[src/verilog/dfs_pkg.sv]
// constants shared by the drive fault supervisor
`default_nettype none
package dfs_pkg;
	// ==========================================================
	// fault codes
	localparam logic [6:0] CODE_NONE      = 7'h00;
	localparam logic [6:0] CODE_LIVE_ZERO = 7'h02;
	localparam logic [6:0] CODE_PHASE     = 7'h04;
	localparam logic [6:0] CODE_V_HIGH    = 7'h05;
	localparam logic [6:0] CODE_V_LOW     = 7'h06;
	localparam logic [6:0] CODE_OVERVOLT  = 7'h07;
	localparam logic [6:0] CODE_UNDERVOLT = 7'h08;
	localparam logic [6:0] CODE_INV_LOAD  = 7'h09;
	localparam logic [6:0] CODE_MOT_LOAD  = 7'h0a;
	// ==========================================================
	// dc-link thresholds in volts
	localparam logic [9:0] V_UNDER      = 10'h19a; // 410
	localparam logic [9:0] V_WARN_LOW   = 10'h1b8; // 440
	localparam logic [9:0] V_WARN_HI    = 10'h2fd; // 765
	localparam logic [9:0] V_WARN_HI_BR = 10'h320; // 800
	localparam logic [9:0] V_OVER       = 10'h334; // 820
	// ==========================================================
	// thermal counter levels in percent
	localparam logic [6:0] PCT_INV_WARN  = 7'h62; // 98
	localparam logic [6:0] PCT_TRIP      = 7'h64; // 100
	localparam logic [6:0] PCT_INV_RESET = 7'h5a; // 90
	// ==========================================================
	// timing
	localparam int CLK_HZ        = 10000000;
	localparam int TICK_MS       = 1;
	localparam int TICK_CYCLES   = CLK_HZ / 1000 * TICK_MS;
	localparam int BLINK_MS      = 250;
	localparam int BLINK_TICKS   = BLINK_MS / TICK_MS;
	localparam int V_HIGH_MS     = 5000; // device range 5 to 10 s
	localparam int V_LOW_MS      = 2000; // device range 2 to 25 s
	localparam int OVER_MS       = 5000; // device range 5 to 10 s
	localparam int UNDER_MS      = 2000; // device range 2 to 15 s
	localparam int V_HIGH_TICKS  = V_HIGH_MS / TICK_MS;
	localparam int V_LOW_TICKS   = V_LOW_MS / TICK_MS;
	localparam int OVER_TICKS    = OVER_MS / TICK_MS;
	localparam int UNDER_TICKS   = UNDER_MS / TICK_MS;
	localparam int TMR_W         = 16;
	// ==========================================================
	// trip sources, in priority order
	typedef enum logic [2:0] {
		SRC_EXT, SRC_OVER, SRC_UNDER, SRC_LZ, SRC_PHASE, SRC_INV,
		SRC_MOT, SRC_NONE
	} dfs_src_t;
endpackage
`default_nettype wire

[src/verilog/dfs_persist_timer.sv]
// persistence timer: expires after a condition holds for a tick count
`default_nettype none
module dfs_persist_timer
	import dfs_pkg::*;
#(
	parameter int W     = TMR_W,
	parameter int LIMIT = 1000
) (
	// clock and reset
	input  wire logic clk_sys_i,
	input  wire logic reset_n_i,
	// timing
	input  wire logic tick_i,
	input  wire logic cond_i,
	// result
	output logic      expired_o
);
	logic [W-1:0] cnt_reg;
	wire          at_limit = (cnt_reg == W'(LIMIT - 1));

	// counts ticks while the condition stays, restarts when it drops
	always_ff @(posedge clk_sys_i or negedge reset_n_i) begin
		if (!reset_n_i) begin
			cnt_reg   <= '0;
			expired_o <= 1'b0;
		end else if (!cond_i) begin
			cnt_reg   <= '0;
			expired_o <= 1'b0;
		end else if (tick_i && !expired_o) begin
			cnt_reg   <= at_limit ? cnt_reg : cnt_reg + W'(1);
			expired_o <= at_limit;
		end
	end
endmodule
`default_nettype wire

[src/verilog/dfs_supervisor.sv]
// drive fault supervisor: fault classes, dc-link, thermal, trip reset
// ============================================================
`default_nettype none
module dfs_supervisor
	import dfs_pkg::*;
#(
	parameter int TICK_DIV    = TICK_CYCLES,
	parameter int BLINK_LEN   = BLINK_TICKS,
	parameter int V_HIGH_LEN  = V_HIGH_TICKS,
	parameter int V_LOW_LEN   = V_LOW_TICKS,
	parameter int OVER_LEN    = OVER_TICKS,
	parameter int UNDER_LEN   = UNDER_TICKS,
	parameter int AIN_W       = 12
) (
	// clock and reset
	input  wire logic             clk_sys_i,
	input  wire logic             reset_n_i,
	// measurements
	input  wire logic [9:0]       dc_link_voltage_i,
	input  wire logic [AIN_W-1:0] ain_value_i,
	input  wire logic [AIN_W-1:0] ain_min_i,
	input  wire logic             phase_loss_i,
	input  wire logic [6:0]       inv_thermal_pct_i,
	input  wire logic [6:0]       mot_thermal_pct_i,
	input  wire logic             mains_ok_i,
	// faults detected elsewhere
	input  wire logic             ext_fault_active_i,
	input  wire logic [6:0]       ext_fault_code_i,
	input  wire logic             ext_fault_alarm_i,
	// configuration
	input  wire logic             brake_fitted_i,
	input  wire logic             three_phase_i,
	input  wire logic             mot_thermal_alarm_i,
	input  wire logic             live_zero_alarm_i,
	input  wire logic             auto_reset_en_i,
	// reset requests, one-cycle pulses
	input  wire logic             panel_reset_i,
	input  wire logic             din_reset_i,
	input  wire logic             serial_reset_i,
	// indicators and drive control
	output logic                  warning_led_o,
	output logic                  alarm_led_o,
	output logic                  tripped_o,
	output logic                  trip_locked_o,
	output logic                  coast_o,
	output logic                  inverter_off_o,
	output logic                  ready_o,
	output logic [6:0]            trip_code_o,
	output logic [6:0]            last_fault_code_o
);
	// ========================================================
	// fault classification: {may warn, may alarm, locks}
	function automatic logic [2:0] fault_class(input logic [6:0] c);
		logic [2:0] r;
		r = 3'h0;
		case (c)
			7'd2, 7'd4, 7'd7, 7'd8, 7'd13: r = 3'h7;
			7'd14, 7'd15, 7'd16, 7'd35:    r = 3'h3;
			7'd5, 7'd6, 7'd33, 7'd99:      r = 3'h4;
			7'd50, 7'd51, 7'd54, 7'd55,
			7'd56:                         r = 3'h2;
			7'd9, 7'd10, 7'd11, 7'd12,
			7'd17, 7'd18, 7'd34, 7'd36:    r = 3'h6;
			default: begin
				if (c >= 7'd37 && c <= 7'd45)
					r = 3'h3;
			end
		endcase
		return r;
	endfunction

	function automatic logic [6:0] src_code(input dfs_src_t s,
		input logic [6:0] ext);
		logic [6:0] r;
		r = CODE_NONE;
		case (s)
			SRC_EXT:   r = ext;
			SRC_OVER:  r = CODE_OVERVOLT;
			SRC_UNDER: r = CODE_UNDERVOLT;
			SRC_LZ:    r = CODE_LIVE_ZERO;
			SRC_PHASE: r = CODE_PHASE;
			SRC_INV:   r = CODE_INV_LOAD;
			SRC_MOT:   r = CODE_MOT_LOAD;
			default:   r = CODE_NONE;
		endcase
		return r;
	endfunction

	// ========================================================
	// millisecond tick and blink phase
	logic [15:0] div_reg;
	logic        tick_reg;
	logic [15:0] blink_cnt_reg;
	logic        blink_reg;

	wire div_end   = (div_reg == 16'(TICK_DIV - 1));
	wire blink_end = (blink_cnt_reg == 16'(BLINK_LEN - 1));

	// one enable pulse per millisecond; lamps share one phase
	always_ff @(posedge clk_sys_i or negedge reset_n_i) begin
		if (!reset_n_i) begin
			div_reg  <= 16'h0000;
			tick_reg <= 1'b0;
		end else begin
			div_reg  <= div_end ? 16'h0000 : div_reg + 16'h0001;
			tick_reg <= div_end;
		end
	end

	always_ff @(posedge clk_sys_i or negedge reset_n_i) begin
		if (!reset_n_i) begin
			blink_cnt_reg <= 16'h0000;
			blink_reg     <= 1'b0;
		end else if (tick_reg) begin
			blink_cnt_reg <= blink_end ? 16'h0000
				: blink_cnt_reg + 16'h0001;
			if (blink_end)
				blink_reg <= ~blink_reg;
		end
	end

	// ========================================================
	// dc-link comparators
	wire [9:0] hi_lim  = brake_fitted_i ? V_WARN_HI_BR : V_WARN_HI;
	wire v_over  = dc_link_voltage_i > V_OVER;
	wire v_high  = dc_link_voltage_i > hi_lim;
	wire v_low   = dc_link_voltage_i < V_WARN_LOW;
	wire v_under = dc_link_voltage_i < V_UNDER;
	wire t_high, t_low, t_over, t_under;

	// persistence timers for the four voltage bands
	dfs_persist_timer #(.W(TMR_W), .LIMIT(V_HIGH_LEN)) u_t_high (
		.clk_sys_i (clk_sys_i),
		.reset_n_i (reset_n_i),
		.tick_i    (tick_reg),
		.cond_i    (v_high),
		.expired_o (t_high)
	);
	dfs_persist_timer #(.W(TMR_W), .LIMIT(V_LOW_LEN)) u_t_low (
		.clk_sys_i (clk_sys_i),
		.reset_n_i (reset_n_i),
		.tick_i    (tick_reg),
		.cond_i    (v_low),
		.expired_o (t_low)
	);
	dfs_persist_timer #(.W(TMR_W), .LIMIT(OVER_LEN)) u_t_over (
		.clk_sys_i (clk_sys_i),
		.reset_n_i (reset_n_i),
		.tick_i    (tick_reg),
		.cond_i    (v_over),
		.expired_o (t_over)
	);
	dfs_persist_timer #(.W(TMR_W), .LIMIT(UNDER_LEN)) u_t_under (
		.clk_sys_i (clk_sys_i),
		.reset_n_i (reset_n_i),
		.tick_i    (tick_reg),
		.cond_i    (v_under),
		.expired_o (t_under)
	);

	// ========================================================
	// other fault conditions
	// half of minimum scaling, compared without losing the low bit
	wire [AIN_W:0] ain_x2 = {ain_value_i, 1'b0};
	wire lz_live   = ({1'b0, ain_x2[AIN_W-1:0]} < {1'b0, ain_min_i})
		& ~ain_value_i[AIN_W-1];
	wire ph_live   = phase_loss_i & three_phase_i;
	wire inv_warn  = inv_thermal_pct_i >= PCT_INV_WARN;
	wire inv_trip  = inv_thermal_pct_i >= PCT_TRIP;
	wire inv_hold  = inv_thermal_pct_i >= PCT_INV_RESET;
	wire mot_full  = mot_thermal_pct_i >= PCT_TRIP;

	wire [2:0] ext_cls = fault_class(ext_fault_code_i);
	// a two-stage code warns first and trips on its alarm stage
	wire ext_warn = ext_fault_active_i & ext_cls[2];
	wire ext_trip = ext_fault_active_i & ext_cls[1]
		& (~ext_cls[2] | ext_fault_alarm_i);

	// ========================================================
	// trip requests and live causes per source
	logic [6:0] trip_req;
	logic [6:0] src_live;
	assign trip_req[SRC_EXT]   = ext_trip;
	assign trip_req[SRC_OVER]  = t_over | t_high;
	assign trip_req[SRC_UNDER] = t_under | t_low;
	assign trip_req[SRC_LZ]    = lz_live & live_zero_alarm_i;
	assign trip_req[SRC_PHASE] = ph_live;
	assign trip_req[SRC_INV]   = inv_trip;
	assign trip_req[SRC_MOT]   = mot_full & mot_thermal_alarm_i;
	assign src_live[SRC_EXT]   = ext_fault_active_i;
	assign src_live[SRC_OVER]  = v_high | v_over;
	assign src_live[SRC_UNDER] = v_low | v_under;
	assign src_live[SRC_LZ]    = lz_live;
	assign src_live[SRC_PHASE] = ph_live;
	assign src_live[SRC_INV]   = inv_warn;
	assign src_live[SRC_MOT]   = mot_full;

	// highest-priority requesting source
	dfs_src_t new_src;
	always_comb begin
		new_src = SRC_NONE;
		for (int i = 6; i >= 0; i--) begin
			if (trip_req[i])
				new_src = dfs_src_t'(3'(i));
		end
	end
	wire [6:0] new_code = src_code(new_src, ext_fault_code_i);
	// class of the winning source, kept as a net so one bit can be taken
	wire [2:0] new_cls  = fault_class(new_code);
	wire       new_lock = new_cls[0];

	// any warning currently present, and its code
	wire mot_warn = mot_full & ~mot_thermal_alarm_i;
	wire lz_warn  = lz_live & ~live_zero_alarm_i;
	// low and undervoltage warnings show together at power-down
	wire any_warn = ext_warn | v_high | v_over | v_low | v_under
		| lz_warn | ph_live | inv_warn | mot_warn;
	logic [6:0] warn_code;
	always_comb begin
		warn_code = CODE_NONE;
		if (mot_warn)       warn_code = CODE_MOT_LOAD;
		if (inv_warn)       warn_code = CODE_INV_LOAD;
		if (ph_live)        warn_code = CODE_PHASE;
		if (lz_warn)        warn_code = CODE_LIVE_ZERO;
		if (v_low)          warn_code = CODE_V_LOW;
		if (v_under)        warn_code = CODE_UNDERVOLT;
		if (v_high)         warn_code = CODE_V_HIGH;
		if (v_over)         warn_code = CODE_OVERVOLT;
		if (ext_warn)       warn_code = ext_fault_code_i;
	end

	// ========================================================
	// trip state
	logic     trip_reg;
	logic     lock_reg;
	logic     off_seen_reg;
	dfs_src_t src_reg;
	logic [6:0] code_reg;

	wire cause_live = (src_reg != SRC_NONE) && src_live[src_reg];
	wire manual_rst = panel_reset_i | din_reset_i | serial_reset_i;
	// automatic reset only once the cause has gone
	wire auto_rst   = auto_reset_en_i & ~cause_live;
	// inverter overload trip stays until counter below 90 percent
	wire rst_block  = (src_reg == SRC_INV) & inv_hold;
	wire rst_ok     = (manual_rst | auto_rst) & ~rst_block & mains_ok_i;
	// locked trip needs mains removed and restored before reset
	wire clr_trip   = trip_reg & rst_ok & (~lock_reg | off_seen_reg);

	// remember a mains loss while locked; a clear wins over a mains loss
	always_ff @(posedge clk_sys_i or negedge reset_n_i) begin
		if (!reset_n_i)
			off_seen_reg <= 1'b0;
		else if (!lock_reg || clr_trip)
			off_seen_reg <= 1'b0;
		else if (!mains_ok_i)
			off_seen_reg <= 1'b1;
	end

	// trip latch: first trip holds its code; a locking trip adds lock
	always_ff @(posedge clk_sys_i or negedge reset_n_i) begin
		if (!reset_n_i) begin
			trip_reg <= 1'b0;
			lock_reg <= 1'b0;
			src_reg  <= SRC_NONE;
			code_reg <= CODE_NONE;
		end else if (trip_req != 7'h00 && (!trip_reg || clr_trip)) begin
			trip_reg <= 1'b1;
			lock_reg <= new_lock;
			src_reg  <= new_src;
			code_reg <= new_code;
		end else if (clr_trip) begin
			trip_reg <= 1'b0;
			lock_reg <= 1'b0;
			src_reg  <= SRC_NONE;
			code_reg <= CODE_NONE;
		end else if (trip_reg && new_lock) begin
			lock_reg <= 1'b1;
		end
	end

	// ========================================================
	// outputs, all registered
	wire warn_lamp  = any_warn | (trip_reg & cause_live) | lock_reg;
	wire alarm_lamp = trip_reg;
	// inverter stops outside the hard limits while motor keeps running
	// on warnings alone
	wire inv_off    = trip_reg | v_over | v_under;

	always_ff @(posedge clk_sys_i or negedge reset_n_i) begin
		if (!reset_n_i) begin
			warning_led_o  <= 1'b0;
			alarm_led_o    <= 1'b0;
			tripped_o      <= 1'b0;
			trip_locked_o  <= 1'b0;
			coast_o        <= 1'b0;
			inverter_off_o <= 1'b0;
			ready_o        <= 1'b0;
			trip_code_o    <= CODE_NONE;
		end else begin
			warning_led_o  <= warn_lamp & blink_reg;
			alarm_led_o    <= alarm_lamp & blink_reg;
			tripped_o      <= trip_reg;
			trip_locked_o  <= lock_reg;
			coast_o        <= trip_reg;
			inverter_off_o <= inv_off;
			ready_o        <= ~trip_reg;
			trip_code_o    <= code_reg;
		end
	end

	// most recent fault: a trip takes precedence over a warning
	always_ff @(posedge clk_sys_i or negedge reset_n_i) begin
		if (!reset_n_i)
			last_fault_code_o <= CODE_NONE;
		else if (trip_req != 7'h00 && !trip_reg)
			last_fault_code_o <= new_code;
		else if (any_warn && !trip_reg)
			last_fault_code_o <= warn_code;
	end
endmodule
`default_nettype wire
[config.mk]
export PLATFORM = sky130hd
export DESIGN_NAME = dfs_supervisor
export DESIGN_NICKNAME = d
export VERILOG_FILES = /design/src/verilog/dfs_pkg.sv /design/src/verilog/dfs_persist_timer.sv /design/src/verilog/dfs_supervisor.sv
export SDC_FILE = /design/constraint.sdc
export NUM_CORES = 1
export LEC_CHECK = 0
export BUFFER_PORTS_ARGS = -buffer_cell sky130_fd_sc_hd__buf_2
export CORE_ASPECT_RATIO = 1.1
export CORE_MARGIN = 4
export CORE_UTILIZATION = 40
export CTS_CLUSTER_DIAMETER = 40
export CTS_CLUSTER_SIZE = 12
export DETAILED_ROUTE_END_ITERATION = 16
export MAX_ROUTING_LAYER = met4
export PLACE_DENSITY = 0.56
export SYNTH_ARGS = -nofsm -noshare
export SYNTH_HDL_FRONTEND = slang
export SYNTH_SLANG_ARGS = --single-unit
[constraint.sdc]
create_clock -name clk_sys_i -period 6.85 [get_ports clk_sys_i]
set_input_delay 1.37 -clock clk_sys_i [delete_from_list [all_inputs] [get_ports clk_sys_i]]
set_output_delay 1.37 -clock clk_sys_i [all_outputs]
set_load 0.01 [all_outputs]
==> results.sh, run 1 <==
export IMPL_rsz0062_at_grt="false"
export IMPL_cts_buffer_depth=2
export IMPL_powerDensity_mw_per_mm2=251
export IMPL_cts_repair_resized=0
export IMPL_yosys_warnings=0
export IMPL_hold_path_class="reg2reg"
export IMPL_r2r_end="src_reg[2]"
export IMPL_synthCells=783
export IMPL_fmax_ghz=0.246
export IMPL_post_cts_buffers=0
export IMPL_drc_errors=0
export IMPL_h_tree_depth=4
export IMPL_final_antenna_net_count=0
export IMPL_critical_path_top_delay_family="simple AND/OR/NAND/NOR gates"
export IMPL_critPathLaunch="ain_min_i[1]"
export IMPL_dr_first_iter_drc_count=316
export IMPL_vias=5907
export IMPL_gp_congestion=0.838
export IMPL_path_buf_inv=2
export IMPL_grt_pass1_vias=5836
export IMPL_endpoint="src_reg[2]"
export IMPL_cts_hold_buf=0
export IMPL_dp_cells=1096
export IMPL_ys_seq_elements=135
export IMPL_whs_ns=0.370
export IMPL_reg2reg_slack_ns=3.79
export IMPL_outcome="finished, final reports clean"
export IMPL_final_cell_mix="132 x dfrtp_1, 108 x nor2_1, 85 x buf_2, 69 x nand2_1, 49 x xor2_1"
export IMPL_fin_crit_sh_pct=59.2
export IMPL_drtPass1Iterations=5
export IMPL_path_common_cell="nor2b_1"
export IMPL_finalSetupTns_ns=0
export IMPL_worstPathCellList="buf_2, inv_1, ha_1, nor2b_1, o211ai_1, a2111oi_1, nor4_2, nor2_1, o2111a_1, nor2_4, nor2b_1, mux2_1"
export IMPL_diodes=0
export IMPL_post_drt_wl_per_cell_microns=14.9
export IMPL_core_area_sq_mm=0.0185
export IMPL_root_buffer="clkbuf_16"
export IMPL_required_ns=7.19
export IMPL_clk_latency_ns=0.42
export IMPL_grt_max_degree=75
export IMPL_ys_flop_type="dfrtp_1"
export IMPL_die_h_microns=152
export IMPL_async_reset_ff_share_pct=100
export IMPL_area_delta_synth_final_pct=17.3
export IMPL_hpwl_microns=11900
export IMPL_crit_slowest_cell="a2111oi_1"
export IMPL_rows=52
export IMPL_cts_buffers=17
export IMPL_grt_ovfl_total=0
export IMPL_fin_crit_ns=4.06
export IMPL_skew_ns=0.0113
export IMPL_arrival_ns=4.40
export IMPL_synth_nets=877
export IMPL_path_depth=12
export IMPL_criticalPathCategory="in2reg"
export IMPL_end_kind="flip-flop"
export IMPL_rr_worst_depth=8
export IMPL_multiInputGateArea_sq_mm=0.00397
export IMPL_cts_sinks=135
export IMPL_die_area_sq_mm=0.0211
export IMPL_maxSlewHeadroom_pct=46.5
export IMPL_register_area_sq_mm=0.00338
export IMPL_fill_cells=1809
export IMPL_ir_worst_vdd_uv=179
export IMPL_path_clk_slew_ns=0.06
export IMPL_power_static_leakage_nw=4.04
export IMPL_synth_cell_types=85
export IMPL_grt_usage_pct=16.7
export IMPL_setup_viol=0
export IMPL_port_buffers=86
export IMPL_finish_net_count=966
export IMPL_grt_pass1_wl_microns=28800
export IMPL_maxSlewViolCount=0
export IMPL_regToRegStartpoint="src_reg[0]"
export IMPL_ios=90
export IMPL_synth_area_sq_mm=0.00755
export IMPL_tightestPinTransition_ns=0.803
export IMPL_utilization_pct=48.0
export IMPL_start_util_pct=40.9
export IMPL_slowest_delay_ns=0.65
export IMPL_final_cells=1128
export IMPL_synth_avg_cell_area_sq_um=9.65
export IMPL_start_kind="primary input"
export IMPL_critical_path_peak_fanout=10
export IMPL_power_mw=2.23
export IMPL_antenna_found_initial=0
export IMPL_viasPerCell=5.24
export IMPL_layout_drive_gt1_share_pct=16.9
export IMPL_wl_microns=16800
export IMPL_die_x_microns=139
export IMPL_synth_edf_count=0
export IMPL_ys_seq_area_share_pct=44.8
export IMPL_mostFrequentLayoutCell="dfrtp_1"
export IMPL_hold_violations=0
export IMPL_tritoncts="done"
export IMPL_cap_violations=0
==> where the power goes <==
group	switching, mW	total (mW)	internal (mW)
clock network	0.351	0.997	0.646
registers	0.0377	0.901	0.863
logic	0.201	0.331	0.130
==> through the flow <==
stage	setup slack, ns	cell area (sq um)
2_1_floorplan	3.15	7550
3_3_place_gp	2.33	8230
3_5_place_dp	2.34	8230
4_1_cts	2.77	8860
5_1_grt	2.51	8860
6_report	2.79	8860
==> cells by family (layout without fill, tap and decap cells) <==
group	count (synthesis)	after routing	synth area share (%)
AOI/OAI and AO/OA	131	131	13.2
xor gates and xnor gates	80	80	9.28
adders and majority gates	25	25	4.14
buffers and inverters	48	150	2.93
DFF	135	135	44.8
muxes	13	13	1.82
and+or+nand+nor	351	351	23.9
==> how the worst min path moves through the flow <==
stage	startpoint	to	slack [ns]	cells after the start
after floorplan	code_reg[6]	trip_code_o[6]	0.35	0
after global placement	code_reg[6]	trip_code_o[6]	0.36	0
after detailed placement	code_reg[6]	trip_code_o[6]	0.36	0
after CTS	code_reg[6]	trip_code_o[6]	0.37	0
after global routing	code_reg[4]	trip_code_o[4]	0.39	0
final	code_reg[6]	trip_code_o[6]	0.37	0
==> routing by layer <==
| metal | track usage, % | up-vias | share of wire (%) |
|---|---|---|---|
| li1 | - | 2971 | - |
| met1 | 22.3 | 2816 | 49 |
| met2 | 25.9 | 109 | 46 |
| met3 | 3.58 | 11 | 4.1 |
| met4 | 4.89 | 0 | 1.2 |
| met5 | - | - | 0 |
==> final cells by class <==
class / instances / area share (%)
flip-flops and latches: 135 / 38.2
inverters: 27 / 1.14
repair buffers: 91 / 5.35
clock buffers: 20 / 4.93
well taps: 243 / 3.43
multi-input cells: 600 / 44.8
clock inverters: 12 / 2.23
==> worst reg2reg max path: stages, from the launching register on <==
cell	delay, ns
dfstp_2	0.54
inv_1	0.06
nor2_1	0.21
a221oi_1	0.16
a2111oi_0	0.53
nor2_1	0.09
a31oi_1	0.33
nor2b_1	0.67
mux2_1	0.38
==> synthesized netlist by cell type (4+ instances only) <==
master     count  area (sq um)
o211ai_1       4          30.0
nor2b_1        5          31.3
and2_1        13          81.3
nor4b_1        4          35.0
or3_1          9          56.3
a21oi_1       20           100
o2111ai_1      4          35.0
o21a_1         7          52.6
nor3_1        14          70.1
o21ai_0       16          80.1
nor4_1        10          62.6
inv_1         27           101
a22o_1         7          61.3
and3_1        27           169
mux2i_1       10           100
a211oi_1       4          30.0
ha_1          25           313
nand4_1       14          87.6
xnor2_1       31           272
nand2_1       69           259
nand2b_1       7          43.8
dfrtp_1      132          3300
and4_1         6          52.6
buf_6          4          45.0
nor3b_1        4          30.0
nand3_1       33           165
a21o_1         4          30.0
o31ai_1        4          30.0
clkbuf_1      12          45.0
a31oi_1        7          43.8
nor2_1       108           405
xor2_1        49           429
No activity file was read; power rests on OpenSTA's default activity.
==> inputs of run 2 (changes only) <==
==> constraint.sdc (replaced) <==
create_clock -name clk_sys_i -period 4.1 [get_ports clk_sys_i]
set_input_delay 0.82 -clock clk_sys_i [delete_from_list [all_inputs] [get_ports clk_sys_i]]
set_output_delay 0.82 -clock clk_sys_i [all_outputs]
set_load 0.01 [all_outputs]
==> results.sh, run 2 (same netlist as run 1, synthesis figures left out) <==
export IMPL_grt_pass1_wl_microns=28400
export IMPL_dp_cells=1099
export IMPL_area_delta_synth_final_pct=17.1
export IMPL_wl_microns=16500
export IMPL_drc_errors=0
export IMPL_finish_net_count=969
export IMPL_path_clk_slew_ns=0.07
export IMPL_dr_first_iter_drc_count=393
export IMPL_port_buffers=86
export IMPL_critical_path_peak_fanout=7
export IMPL_die_x_microns=139
export IMPL_vias=5940
export IMPL_fin_crit_sh_pct=77.2
export IMPL_hold_path_class="reg2reg"
export IMPL_viasPerCell=5.26
export IMPL_combPwrFrac_pct=15.8
export IMPL_fmax_ghz=0.316
export IMPL_diodes=0
export IMPL_fin_crit_ns=3.17
export IMPL_cts_buffer_depth=2
export IMPL_power_internal_mw=2.59
export IMPL_cts_sinks=135
export IMPL_post_drt_wl_per_cell_microns=14.6
export IMPL_maxSlewViolCount=0
export IMPL_start_kind="primary input"
export IMPL_clk_latency_ns=0.42
export IMPL_clkPwrFrac_pct=42.0
export IMPL_path_buf_inv=2
export IMPL_finalSetupTns_ns=0
export IMPL_grt_max_degree=78
export IMPL_final_cells=1130
export IMPL_start_util_pct=40.9
export IMPL_layout_drive_gt1_share_pct=17.5
export IMPL_required_ns=4.40
export IMPL_drtPass1Iterations=5
export IMPL_ios=90
export IMPL_final_cell_mix="132 x dfrtp_1, 108 x nor2_1, 85 x buf_2, 69 x nand2_1, 49 x xor2_1"
export IMPL_outcome="finished, final reports clean"
export IMPL_slowest_delay_ns=0.32
export IMPL_cap_violations=0
export IMPL_die_area_sq_mm=0.0211
export IMPL_tritoncts="done"
export IMPL_netSwitchingPower_mw=0.969
export IMPL_post_cts_buffers=0
export IMPL_final_antenna_net_count=0
export IMPL_grt_pass1_vias=5709
export IMPL_crit_slowest_cell="a221oi_1"
export IMPL_die_h_microns=152
export IMPL_criticalPathCategory="in2reg"
export IMPL_h_tree_depth=4
export IMPL_path_common_cell="a31oi_1"
export IMPL_cts_repair_resized=0
export IMPL_cts_buffers=17
export IMPL_end_kind="flip-flop"
export IMPL_fin_ws_ns=0.933
export IMPL_grt_usage_pct=16.6
export IMPL_antenna_found_initial=0
export IMPL_skew_ns=0.0139
export IMPL_rsz0062_at_grt="false"
export IMPL_critical_path_top_delay_family="compound AO/OA/AOI/OAI gates"
export IMPL_seq_power_share_pct=42.2
export IMPL_netSwitchingFraction_pct=27.2
export IMPL_setup_viol=0
export IMPL_core_area_sq_mm=0.0185
export IMPL_rows=52
export IMPL_worstPathCellList="buf_2, ha_1, and3_1, a221oi_1, o22ai_1, o21ai_1, a31oi_1, a21oi_1, a31oi_1, nor2b_1, buf_4, a22o_1"
export IMPL_power_static_leakage_nw=4.04
export IMPL_mostFrequentLayoutCell="dfrtp_1"
export IMPL_cts_hold_buf=0
export IMPL_powerDensity_mw_per_mm2=402
export IMPL_hpwl_microns=11900
export IMPL_dp_slack_ns=0.449
export IMPL_gp_congestion=0.844
export IMPL_hold_violations=0
export IMPL_ir_worst_vdd_uv=268
export IMPL_arrival_ns=3.47
export IMPL_root_buffer="clkbuf_16"
export IMPL_grt_ovfl_total=0
export IMPL_tightestPinTransition_ns=0.792
export IMPL_maxSlewHeadroom_pct=46.9
[run 2: cell count changes in the layout (fill, tap and decap cells not counted), sizes merged]
cell | before | now
bufinv | 5 | 2
clkinv | 3 | 5
clkinvlp | 2 | 3
clkbuf | 20 | 19
buf | 91 | 94
[run 2: final timing paths]
check / start / end / slack [ns] / depth (start not counted)
max: brake_fitted_i / code_reg[3] / 0.93 / 12
max reg2reg: src_reg[0] / src_reg[2] / 1.33 / 8
min reg2reg: code_reg[6] / trip_code_o[6] / 0.37 / 0
max in group asynchronous: reset_n_i / blink_cnt_reg[1] / 2.89 / 2
min: code_reg[6] / trip_code_o[6] / 0.37 / 0
min in group asynchronous: reset_n_i / trip_code_o[6] / 0.40 / 1
[run 2: power by group through the flow]
stage / registers, mW / logic [mW] / clock network (mW)
after global placement: 1.53 / 0.566 / 0
after floorplan: 1.53 / 0.326 / 0
after global routing: 1.52 / 0.627 / 1.61
after CTS: 1.51 / 0.572 / 1.54
after detailed placement: 1.53 / 0.569 / 0
final: 1.50 / 0.561 / 1.49
[run 2: per-layer routing]
layer  track usage [%]  vias up  wire length [microns]
met1              23.0     2809                   8230
met3              3.93       14                    725
met2              24.9      130                   7420
li1                  -     2987                      -
met5                 -        -                      0
met4              4.19        0                    148
[run 2: final cells by class]
| cell class | instances | area [sq um] |
|---|---|---|
| Clock buffer | 19 | 453 |
| Clock inverter | 12 | 125 |
| Fill cell | 1807 | 9640 |
| Inverter | 27 | 101 |
| Multi-Input combinational cell | 600 | 3970 |
| Sequential cell | 135 | 3380 |
| Tap cell | 243 | 304 |
| Timing Repair Buffer | 94 | 509 |
[run 2: worst reg2reg max path: stages (launching register included)]
cell,delay [ns]
dfstp_2,0.55
inv_1,0.07
nor2_1,0.24
a221oi_1,0.17
a2111oi_0,0.52
nor2_1,0.09
a31oi_1,0.36
nor2b_1,0.35
mux2_1,0.35
[run 2: through the flow]
stage / util (%) / hold WS (ns) / power [mW] / instance area, sq um
after floorplan: - / 0.346 / 1.86 / 7550
after global placement: 44.7 / 0.361 / 2.09 / 8260
after detailed placement: 44.7 / 0.358 / 2.10 / 8260
after CTS: 47.9 / 0.375 / 3.62 / 8840
after global routing: 47.9 / 0.384 / 3.76 / 8840
final: 47.9 / 0.371 / 3.56 / 8840
==> inputs of run 3 (changes only) <==
--- a/config.mk
+++ b/config.mk
@@ -13,7 +13,7 @@
 export CTS_CLUSTER_SIZE = 12
 export DETAILED_ROUTE_END_ITERATION = 16
 export MAX_ROUTING_LAYER = met4
-export PLACE_DENSITY = 0.56
+export PLACE_DENSITY = 0.59
 export SYNTH_ARGS = -nofsm -noshare
 export SYNTH_HDL_FRONTEND = slang
 export SYNTH_SLANG_ARGS = --single-unit
==> constraint.sdc (replaced) <==
create_clock -name clk_sys_i -period 2.8 [get_ports clk_sys_i]
set_input_delay 0.56 -clock clk_sys_i [delete_from_list [all_inputs] [get_ports clk_sys_i]]
set_output_delay 0.56 -clock clk_sys_i [all_outputs]
set_load 0.01 [all_outputs]
==> results.sh, run 3 (same netlist as run 1, synthesis figures left out) <==
export IMPL_dp_slack_ns=-0.366
export IMPL_hold_violations=0
export IMPL_layout_drive_gt1_share_pct=25.4
export IMPL_outcome="finished, final reports clean"
export IMPL_maxSlewViolCount=0
export IMPL_path_buf_inv=2
export IMPL_crit_slowest_cell="a2111oi_2"
export IMPL_path_depth=11
export IMPL_dr_first_iter_drc_count=294
export IMPL_fin_ws_ns=0.110
export IMPL_tritoncts="done"
export IMPL_whs_path_depth=2
export IMPL_grt_ovfl_total=0
export IMPL_fmax_ghz=0.372
export IMPL_fin_crit_sh_pct=96.1
export IMPL_powerDensity_mw_per_mm2=560
export IMPL_start_kind="primary input"
export IMPL_skew_ns=0.00924
export IMPL_port_buffers=86
export IMPL_drc_errors=0
export IMPL_drtPass1Iterations=4
export IMPL_path_clk_slew_ns=0.06
export IMPL_power_static_leakage_nw=4.44
export IMPL_arrival_ns=3.00
export IMPL_ir_worst_vdd_uv=430
export IMPL_critical_path_peak_fanout=8
export IMPL_die_x_microns=139
export IMPL_setup_viol=0
export IMPL_cap_violations=0
export IMPL_cts_buffer_depth=2
export IMPL_hpwl_microns=12900
export IMPL_critical_path_top_delay_family="compound AO/OA/AOI/OAI gates"
export IMPL_criticalPathCategory="in2reg"
export IMPL_rr_worst_depth=11
export IMPL_final_cell_mix="132 x dfrtp_1, 108 x nor2_1, 90 x buf_4, 85 x buf_2, 69 x nand2_1"
export IMPL_final_cells=1217
export IMPL_gp_congestion=0.858
export IMPL_whs_ns=0.332
export IMPL_core_area_sq_mm=0.0185
export IMPL_cts_buffers=17
export IMPL_cts_sinks=135
export IMPL_grt_pass1_vias=6109
export IMPL_viasPerCell=5.12
export IMPL_post_cts_buffers=0
export IMPL_finish_net_count=1054
export IMPL_grt_usage_pct=17.3
export IMPL_wl_microns=17300
export IMPL_grt_max_degree=55
export IMPL_dp_cells=1183
export IMPL_required_ns=3.11
export IMPL_path_common_cell="o2bb2ai_1"
export IMPL_utilization_pct=51.5
export IMPL_root_buffer="clkbuf_16"
export IMPL_tightestPinTransition_ns=0.697
export IMPL_rsz0062_at_grt="true"
export IMPL_hold_path_class="in2reg"
export IMPL_start_util_pct=40.9
export IMPL_antenna_found_initial=1
export IMPL_grt_pass1_wl_microns=29900
export IMPL_post_drt_wl_per_cell_microns=14.2
export IMPL_slowest_delay_ns=0.61
export IMPL_mostFrequentLayoutCell="dfrtp_1"
export IMPL_finalSetupTns_ns=0
export IMPL_fin_crit_ns=2.69
export IMPL_h_tree_depth=4
export IMPL_rows=52
export IMPL_worstPathCellList="buf_2, inv_1, ha_1, nand4_1, a2111oi_2, nor4_4, o41ai_1, o2bb2ai_1, o21a_1, o2111ai_1, o2bb2ai_1"
export IMPL_area_delta_synth_final_pct=25.9
export IMPL_clk_latency_ns=0.42
export IMPL_vias=6227
export IMPL_die_h_microns=152
export IMPL_die_area_sq_mm=0.0211
export IMPL_ios=90
export IMPL_final_antenna_net_count=0
export IMPL_end_kind="flip-flop"
export IMPL_maxSlewHeadroom_pct=53.0
-- run 3: metrics by stage --
step / cell area (sq um) / power (mW)
global placement: 8890 / 3.22
CTS: 9460 / 5.36
detailed placement: 8890 / 3.24
floorplan: 7560 / 2.72
finish: 9510 / 5.32
global route: 9510 / 5.59
-- run 3: per-layer routing --
layer  routed length (microns)  GRT usage [%]  up-vias
li1                          -              -     3154
met1                      8460           23.6     2934
met2                      7930           26.5      123
met3                       718           3.36       16
met4                       181           4.94        0
met5                         0              -        -
-- run 3: path summary, 6_finish.rpt --
| check | end | slack [ns] | startpoint |
|---|---|---|---|
| min in group asynchronous | div_reg[4] | 0.55 | reset_n_i |
| setup / recovery | lock_reg | 0.11 | ain_min_i[11] |
| max in group asynchronous | blink_cnt_reg[8] | 1.58 | reset_n_i |
| hold reg to reg | trip_code_o[5] | 0.38 | code_reg[5] |
| hold / removal | off_seen_reg | 0.33 | mains_ok_i |
| setup reg to reg | code_reg[4] | 0.23 | src_reg[0] |
-- run 3: timing repair --
action                                  CTS  global route
endpoints found under the setup margin    0            21
resized for setup                         0             9
hold buffers                              1             0
endpoints found under the hold margin    21             0
-- run 3: report_power, final --
| group | internal, mW | total (mW) | switching, mW | leakage [nW] |
|---|---|---|---|---|
| registers | 2.11 | 2.20 | 0.0900 | 1.82 |
| clock network | 1.16 | 2.10 | 0.940 | 0.263 |
| logic | 0.470 | 1.02 | 0.548 | 2.35 |
-- run 3: layout make-up --
class                           count  area (sq um)
Tap cell                          243           304
Multi-Input combinational cell    600          4000
Clock buffer                       17           425
Inverter                           27           101
Sequential cell                   135          3380
Clock inverter                     15           136
Fill cell                        1793          8970
Antenna cell                        1          2.50
Timing Repair Buffer              179          1150
-- run 3: worst register-to-register path, delay by kind of cell (launching register included) --
| kind | cells | cell delay, ns |
|---|---|---|
| flip-flops | 1 | 0.55 |
| buffers and inverters | 4 | 0.55 |
| AND/OR/NAND/NOR | 3 | 0.38 |
| AO/OA/AOI/OAI | 4 | 0.98 |
